File: src/design/local_bus_pkg.sv
package local_bus_pkg;

    // ------------------------------------------------------------
    // Request codes, {bus_request_bit_one, bus_request_bit_zero}
    // ------------------------------------------------------------
    localparam logic [1:0] CODE_HIGH = 2'h0;
    localparam logic [1:0] CODE_TERM = 2'h1;
    localparam logic [1:0] CODE_LOW  = 2'h2;
    localparam logic [1:0] CODE_NONE = 2'h3;

    // ------------------------------------------------------------
    // Slots on the shared link
    // ------------------------------------------------------------
    localparam int SLOT_PRIMARY   = 0;
    localparam int SLOT_SECONDARY = 1;

    // ------------------------------------------------------------
    // Reset values
    // ------------------------------------------------------------
    localparam logic [1:0] GRANT_N_RESET = 2'h3;
    localparam logic [1:0] GRANT_RESET   = 2'h0;
    localparam logic [1:0] CODE_RESET    = CODE_NONE;

    // ------------------------------------------------------------
    // Timing
    // ------------------------------------------------------------
    localparam int         CLK_PERIOD_NS     = 8;
    localparam int         RETRY_WAIT_NS     = 200;
    localparam int         RETRY_WAIT_CYCLES = (RETRY_WAIT_NS + CLK_PERIOD_NS - 1) / CLK_PERIOD_NS;
    localparam logic [7:0] RETRY_WAIT_COUNT  = 8'(RETRY_WAIT_CYCLES);

    // ------------------------------------------------------------
    // Processor bus-port states
    // ------------------------------------------------------------
    typedef enum logic [1:0] {
        P_IDLE    = 2'h0,
        P_REQUEST = 2'h1,
        P_ACCESS  = 2'h2,
        P_TERM    = 2'h3
    } proc_state_t;

endpackage

File: src/design/local_bus_if.sv
`timescale 1ns/1ns
interface local_bus_if;

    logic [1:0] bus_request_bit_zero;
    logic [1:0] bus_request_bit_one;
    logic [1:0] bus_grant_in_n;
    logic       local_ready;
    logic       bus_fault;

    modport arbiter (
        input  bus_request_bit_zero,
        input  bus_request_bit_one,
        output bus_grant_in_n,
        output local_ready,
        output bus_fault
    );

    modport processor (
        output bus_request_bit_zero,
        output bus_request_bit_one,
        input  bus_grant_in_n,
        input  local_ready,
        input  bus_fault
    );

endinterface

File: src/design/local_bus_arbiter.sv
`timescale 1ns/1ns
// How it works
// - Next grants from codes and present grants
// - Never grant two processors at once
// - Acquire only after master shows release code
// - Swap grants together on release, no loss
// - Processor finishes wait-stated access despite removal
// - Retry ends cycle, terminates, restarts later
// - Force retry to preempt slow secondary access, outside hold mode
// - Retried targets must tolerate retries
// - Only primary high priority breaks secondary
// - Grants settle before sampling edge
// - Request codes valid each state
// - Present grants held in clocked registers
// - Primary grant conditions
// - Secondary grant conditions
// - No grant while secondary busy, primary high
// - More secondaries at lower priority
// - Hold ranks between low and high; with no owner, high plus hold grants neither
// - Hold replaces secondary code; grant acknowledges
// - Codes: 10 low, 01 end, 11 none
// - Outputs released the state after removal
// - Hold granted when processor idle or ending
module local_bus_arbiter
    import local_bus_pkg::*;
(
    input  wire logic          clk,
    input  wire logic          reset,
    local_bus_if.arbiter       link,
    input  wire logic          hold_mode,
    input  wire logic          mem_ready,
    input  wire logic          mem_fault,
    output logic               owner_primary,
    output logic               owner_secondary,
    output logic               hold_device_grant,
    output logic               no_grant_outcome,
    output logic               retry_forced
);

    // ------------------------------------------------------------
    // State
    // ------------------------------------------------------------
    typedef struct packed {
        logic [1:0] latched_present_grant;
        logic [1:0] grant_in_n;
        logic       local_ready;
        logic       bus_fault;
        logic [7:0] wait_count;
        logic       retry;
        logic       hold_ack;
        logic       no_grant;
        logic       release_wait;
    } arb_reg_t;

    arb_reg_t s;
    arb_reg_t next_s;

    // ------------------------------------------------------------
    // Code decode
    // ------------------------------------------------------------
    function automatic logic is_req(input logic r0);
        return ~r0;
    endfunction

    function automatic logic is_none(input logic r0, input logic r1);
        return r0 & r1;
    endfunction

    function automatic logic is_high(input logic r0, input logic r1);
        return ~r0 & ~r1;
    endfunction

    logic r0a;
    logic r1a;
    logic r0b;
    logic r1b;
    logic pa;
    logic pb;
    logic pb_held;
    logic idle;
    logic hold;
    logic ga;
    logic gb;
    logic preempt;

    assign r0a  = link.bus_request_bit_zero[SLOT_PRIMARY];
    assign r1a  = link.bus_request_bit_one[SLOT_PRIMARY];
    assign r0b  = link.bus_request_bit_zero[SLOT_SECONDARY];
    assign r1b  = link.bus_request_bit_one[SLOT_SECONDARY];
    assign pa   = s.latched_present_grant[SLOT_PRIMARY];
    assign pb   = s.latched_present_grant[SLOT_SECONDARY];
    // Cut secondary still owns the bus until it shows a release code
    assign pb_held = pb | s.release_wait;
    assign idle = ~pa & ~pb_held;
    assign hold = is_req(r0b);

    // ------------------------------------------------------------
    // Grant decision
    // ------------------------------------------------------------
    always_comb
    begin
        ga      = 1'b0;
        gb      = 1'b0;
        preempt = 1'b0;
        if (!hold_mode)
        begin
            // Primary wins ties; secondary waits for the primary's release code
            ga = (pa & is_none(r0b, r1b))
               | (pa & is_req(r0a))
               | (pb_held & r0b & is_req(r0a))
               | (idle & is_req(r0a));
            gb = (pb_held & is_none(r0a, r1a))
               | (pb_held & is_req(r0b) & r1a)
               | (pa & is_req(r0b) & r0a)
               | (idle & is_req(r0b) & ~is_req(r0a));
            preempt = pb_held & ~r0b & is_high(r0a, r1a);
        end
        else
        begin
            ga = (pa & ~hold)
               | (pa & is_high(r0a, r1a))
               | (pb_held & ~hold)
               | (idle & is_req(r0a) & ~hold);
            gb = (pb_held & hold & r1a)
               | (pa & hold & r0a)
               | (idle & hold & ~is_high(r0a, r1a));
        end
    end

    // ------------------------------------------------------------
    // Next state
    // ------------------------------------------------------------
    always_comb
    begin
        next_s                       = s;
        next_s.latched_present_grant = {gb & ~ga, ga};
        next_s.grant_in_n            = ~{gb & ~ga, ga};
        next_s.hold_ack              = hold_mode & gb & ~ga;
        next_s.no_grant              = ~ga & ~gb;
        next_s.release_wait          = pb_held & ~r0b & ~ga & ~gb;
        if (preempt)
        begin
            if (s.wait_count != RETRY_WAIT_COUNT)
            begin
                next_s.wait_count = s.wait_count + 8'h01;
            end
        end
        else
        begin
            next_s.wait_count = 8'h00;
        end
        // Retry held until the secondary shows its termination code
        next_s.retry = preempt && (next_s.wait_count == RETRY_WAIT_COUNT);
        if (next_s.retry)
        begin
            next_s.local_ready = 1'b0;
            next_s.bus_fault   = 1'b1;
        end
        else
        begin
            next_s.local_ready = mem_ready;
            next_s.bus_fault   = mem_fault;
        end
    end

    // ------------------------------------------------------------
    // Registers
    // ------------------------------------------------------------
    always_ff @(posedge clk or posedge reset)
    begin
        if (reset)
        begin
            s <= '{latched_present_grant: GRANT_RESET, grant_in_n: GRANT_N_RESET,
                   local_ready: 1'b0, bus_fault: 1'b0, wait_count: 8'h00,
                   retry: 1'b0, hold_ack: 1'b0, no_grant: 1'b1, release_wait: 1'b0};
        end
        else
        begin
            s <= next_s;
        end
    end

    assign link.bus_grant_in_n = s.grant_in_n;
    assign link.local_ready    = s.local_ready;
    assign link.bus_fault      = s.bus_fault;
    assign owner_primary       = s.latched_present_grant[SLOT_PRIMARY];
    assign owner_secondary     = s.latched_present_grant[SLOT_SECONDARY];
    assign hold_device_grant   = s.hold_ack;
    assign no_grant_outcome    = s.no_grant;
    assign retry_forced        = s.retry;

endmodule // local_bus_arbiter

File: src/flat_wrapper.sv
// flat-port wrapper written by rule: the top's interface ports become plain ports
module local_bus_arbiter_flat import local_bus_pkg::*;
  (clk, reset, hold_mode, mem_ready, mem_fault, owner_primary, owner_secondary, hold_device_grant, no_grant_outcome, retry_forced, link_bus_request_bit_zero, link_bus_request_bit_one, link_bus_grant_in_n, link_local_ready, link_bus_fault);
  local_bus_if link_i ();
  input  wire logic clk;
  input  wire logic reset;
  input  wire logic hold_mode;
  input  wire logic mem_ready;
  input  wire logic mem_fault;
  output logic owner_primary;
  output logic owner_secondary;
  output logic hold_device_grant;
  output logic no_grant_outcome;
  output logic retry_forced;
  input wire logic [$bits(link_i.bus_request_bit_zero)-1:0] link_bus_request_bit_zero;
  input wire logic [$bits(link_i.bus_request_bit_one)-1:0] link_bus_request_bit_one;
  output wire logic [$bits(link_i.bus_grant_in_n)-1:0] link_bus_grant_in_n;
  output wire logic [$bits(link_i.local_ready)-1:0] link_local_ready;
  output wire logic [$bits(link_i.bus_fault)-1:0] link_bus_fault;
  assign link_i.bus_request_bit_zero = link_bus_request_bit_zero;
  assign link_i.bus_request_bit_one = link_bus_request_bit_one;
  assign link_bus_grant_in_n = link_i.bus_grant_in_n;
  assign link_local_ready = link_i.local_ready;
  assign link_bus_fault = link_i.bus_fault;
  local_bus_arbiter u_core (.clk(clk), .reset(reset), .link(link_i), .hold_mode(hold_mode), .mem_ready(mem_ready), .mem_fault(mem_fault), .owner_primary(owner_primary), .owner_secondary(owner_secondary), .hold_device_grant(hold_device_grant), .no_grant_outcome(no_grant_outcome), .retry_forced(retry_forced));
endmodule
File: config.mk
export PLATFORM = sky130hd
export DESIGN_NAME = local_bus_arbiter_flat
export DESIGN_NICKNAME = d
export VERILOG_FILES = /design/src/design/local_bus_pkg.sv /design/src/design/local_bus_if.sv /design/src/design/local_bus_arbiter.sv /design/src/flat_wrapper.sv
export SDC_FILE = /design/constraint.sdc
export NUM_CORES = 1
export LEC_CHECK = 0
export BUFFER_PORTS_ARGS = -buffer_cell sky130_fd_sc_hd__buf_2
export CAP_MARGIN = 20
export CORE_AREA = 2 2 48 50
export DETAILED_ROUTE_END_ITERATION = 10
export DIE_AREA = 0 0 50 52
export PLACE_DENSITY = 0.82
export SYNTH_ARGS = -nofsm -noshare
export SYNTH_HDL_FRONTEND = slang
export SYNTH_SLANG_ARGS = --single-unit
File: constraint.sdc
create_clock -name clk -period 2 [get_ports clk]
set_input_delay 0.2 -clock clk [delete_from_list [all_inputs] [get_ports clk]]
set_output_delay 0.2 -clock clk [all_outputs]
set_load 0.02 [all_outputs]
==> results.py <==
metrics = {
    "setup_path": {
        "critPathMaxFanout": 3,
        "cp-start-kind": "register",
        "path_cells": "inv_2, ha_1, nand4b_1, or4_4, mux2_4, a2111oi_4, nor2b_1",
        "critPathRequiredTime_ns": 2.18,
        "slowest_delay_ns": 0.43,
        "crit_slowest_cell": "or4_4",
        "cp-end-kind": "register",
        "crit_arrival_ns": 2.07,
        "critPathKind": "register to register",
    },
    "route": {
        "drcViolationCount": 0,
        "firstDrtPassIters": 4,
        "wl_um": 1804,
        "via_count": 756,
        "vias_per_cell": 5.250,
        "dr.first_iter.drc_count": 9,
        "ant_nets": 0,
        "avgRoutedWirePerCell_um": 12.53,
    },
    "floorplanning": {
        "num_rows": 17,
        "io_pins": 18,
        "dieArea_um2": 2600,
        "core_area_um2": 2106,
        "die_y_um": 52,
        "die_width_um": 50,
        "start_util": 0.4444,
    },
    "clock_network": {
        "cts_buffers": 3,
        "cts_sinks": 18,
        "htree_levels": 1,
        "clock-root-buffer": "clkbuf_4",
        "clockBufferDepth": 2,
        "postCtsSetupRepairBufs": 0,
        "clkTransAtPathRegs_ns": 0.10,
        "clock_latency_ns": 0.29,
        "tritoncts": "built",
    },
    "sta": {
        "finalMaxSlewViolations": 0,
        "tightest_slew_ns": 0.6703,
        "slew_headroom": 0.5527,
        "rsz0062_at_grt": "false",
        "hold_viol": 0,
        "fin_tns_setup_ns": 0,
        "setup_viol": 0,
        "max_freq_mhz": 529.0,
        "fin_worst_skew_ns": 0.004643,
        "min_period_over_period": 0.9452,
        "fin_crit_ns": 1.890,
    },
    "synthesis": {
        "synth-edff-count": 0,
        "yosysTopAreaCellShare": 0.4011,
        "synth_top_flop_cell": "dfrtp_1",
        "seq_area_frac_synth": 0.4853,
        "synthArstFlopShare": 1.000,
        "syn_nets": 104,
        "synth.cell_area_um2": 935.9,
        "syn_inst": 93,
        "synth.area.top_cells": "dfrtp_1 40%, dfstp_2 8.4%, xnor2_1 4.7%",
        "yosysTopAreaCell": "dfrtp_1",
        "ys_ff_latch": 18,
        "avgSynthCellArea_um2": 10.06,
        "synthDistinctLibCells": 33,
        "yosys_warnings": 0,
    },
    "global_route": {
        "grt_pass1_wl_um": 3346,
        "antenna_found_initial": 0,
        "grt_max_degree": 19,
        "overflow": 0,
        "grt_pass1_vias": 767,
        "grt_usage": 0.1742,
    },
    "run_status": {
        "outcome": "finished, final reports clean",
    },
    "flow_run": {
        "maxCapViolations": 0,
    },
    "finish": {
        "antennaDiodeCount": 0,
        "mostFrequentLayoutCell": "buf_2",
        "syn_to_final_growth_pct": 18.98,
        "drive_gt1_frac": 0.3017,
        "final_cell_mix": "17 x buf_2, 15 x dfrtp_1, 11 x nor2_1",
        "final_area_um2": 1114,
        "layout.cells.non_filler": 144,
        "postLayoutCoreUtil": 0.5288,
        "fin_nets": 128,
    },
    "placed_design": {
        "portBuffers": 17,
        "dp_cells": 139,
        "gp_congestion": 0.8641,
        "place_hpwl_um": 1385,
        "placed_cell_area_um2": 1074,
    },
    "hold_path": {
        "hold_path.class": "input pin to register",
    },
    "power": {
        "power_w": 0.0006966,
        "peakVddDrop_mv": 0.2831,
        "power_per_cell_area_nw_per_um2": 625.5,
        "p_leak_nw": 0.4981,
    },
}
## power by group
part | internal, W | switching, W | leakage [nW] | total (W)
logic | 0.0000396 | 0.0000681 | 0.251 | 0.000108
registers | 0.000389 | 0.0000110 | 0.232 | 0.000400
clock network | 0.0000777 | 0.000111 | 0.0150 | 0.000189
total | 0.000506 | 0.000190 | 0.498 | 0.000697
## Yosys cell counts (2+ instances only)
library cell  instances
a21oi_1               3
or3_1                 3
dfstp_2               3
nand2_1               4
xnor2_1               5
nor2_1               11
xor2_1                2
buf_4                 2
ha_1                  2
inv_1                 4
nand3_1               5
clkbuf_1              2
o21ai_0               6
nor2b_1               5
dfrtp_1              15
nand2b_1              4
## through the flow
stage	hold slack (ns)	setup slack [ns]
2_1_floorplan	0.1364	0.01298
3_3_place_gp	0.3168	0.09174
3_5_place_dp	0.3309	-0.004856
4_1_cts	0.08798	0.006988
5_1_grt	0.08307	0.02048
6_report	0.09358	0.1097
## final cells by class
cell class | instances | area [µm²]
fill | 208 | 992.2
sequential | 18 | 454.2
multi-input combinational | 66 | 442.9
timing repair buffer | 24 | 140.1
tap | 28 | 35.03
clock buffer | 4 | 26.28
inverter | 4 | 15.01
## kinds of logic (layout without fill, tap and decap cells)
family                   Yosys count  in the layout  share of synthesized area
XOR/XNOR                           7              7                    0.06551
AO/OA/AOI/OAI                     14             14                     0.1150
flip-flops                        18             18                     0.4853
multiplexers                       2              2                    0.02673
AND/OR/NAND/NOR                   41             41                     0.2353
adder cells (fa/ha/maj)            2              2                    0.02673
buffers and inverters              9             32                    0.04544
## path summary, 6_finish.rpt
path	from	endpoint	slack [ns]	cells after the start
max	u_core.s[5]$_DFF_PP0_	u_core.link.local_ready$_DFF_PP0_	0.11	7
min	mem_fault	u_core.link.bus_fault$_DFF_PP0_	0.09	2
max reg2reg	u_core.s[5]$_DFF_PP0_	u_core.link.local_ready$_DFF_PP0_	0.11	7
min reg2reg	u_core.s[9]$_DFF_PP0_	u_core.s[9]$_DFF_PP0_	0.61	2
max in group asynchronous	reset	u_core.link.local_ready$_DFF_PP0_	1.04	3
min in group asynchronous	reset	u_core.s[11]$_DFF_PP0_	0.53	3
## critical path: cells and delay by family (launching register included)
| family | cells | cell delay (ns) |
|---|---|---|
| and+or+nand+nor | 3 | 0.61 |
| buffers and inverters | 1 | 0.07 |
| muxes | 1 | 0.33 |
| AOI/OAI and AO/OA | 1 | 0.22 |
| DFF | 1 | 0.40 |
| adders and majority gates | 1 | 0.14 |
## per-layer routing
| metal | routed length [µm] | part of all wire | vias to the layer above | GRT usage |
|---|---|---|---|---|
| li1 | - | - | 366 | - |
| met5 | 0 | 0 | - | 0 |
| met2 | 900 | 0.50 | 20 | 0.3004 |
| met4 | 51 | 0.028 | 0 | 0.1111 |
| met1 | 778 | 0.43 | 365 | 0.2000 |
| met3 | 73 | 0.040 | 5 | 0.02874 |
## flip-flops by register name, indices dropped and copies added (netlist names)
| register | cells |
|---|---|
| u_core.link.bus_fault | 1 |
| u_core.hold_device_grant | 1 |
| u_core.s | 9 |
| u_core.owner_secondary | 1 |
| u_core.owner_primary | 1 |
| u_core.link.local_ready | 1 |
| u_core.link.bus_grant_in_n | 2 |
| u_core.no_grant_outcome | 1 |
| u_core.retry_forced | 1 |
## timing repair
action                                 4_1_cts  5_1_grt
resized for setup                            1        1
hold buffers                                 1        0
pin swaps                                    0        1
setup endpoints to repair                    2        2
endpoints found under the hold margin        8        0
(Power assumes the default switching activity.)
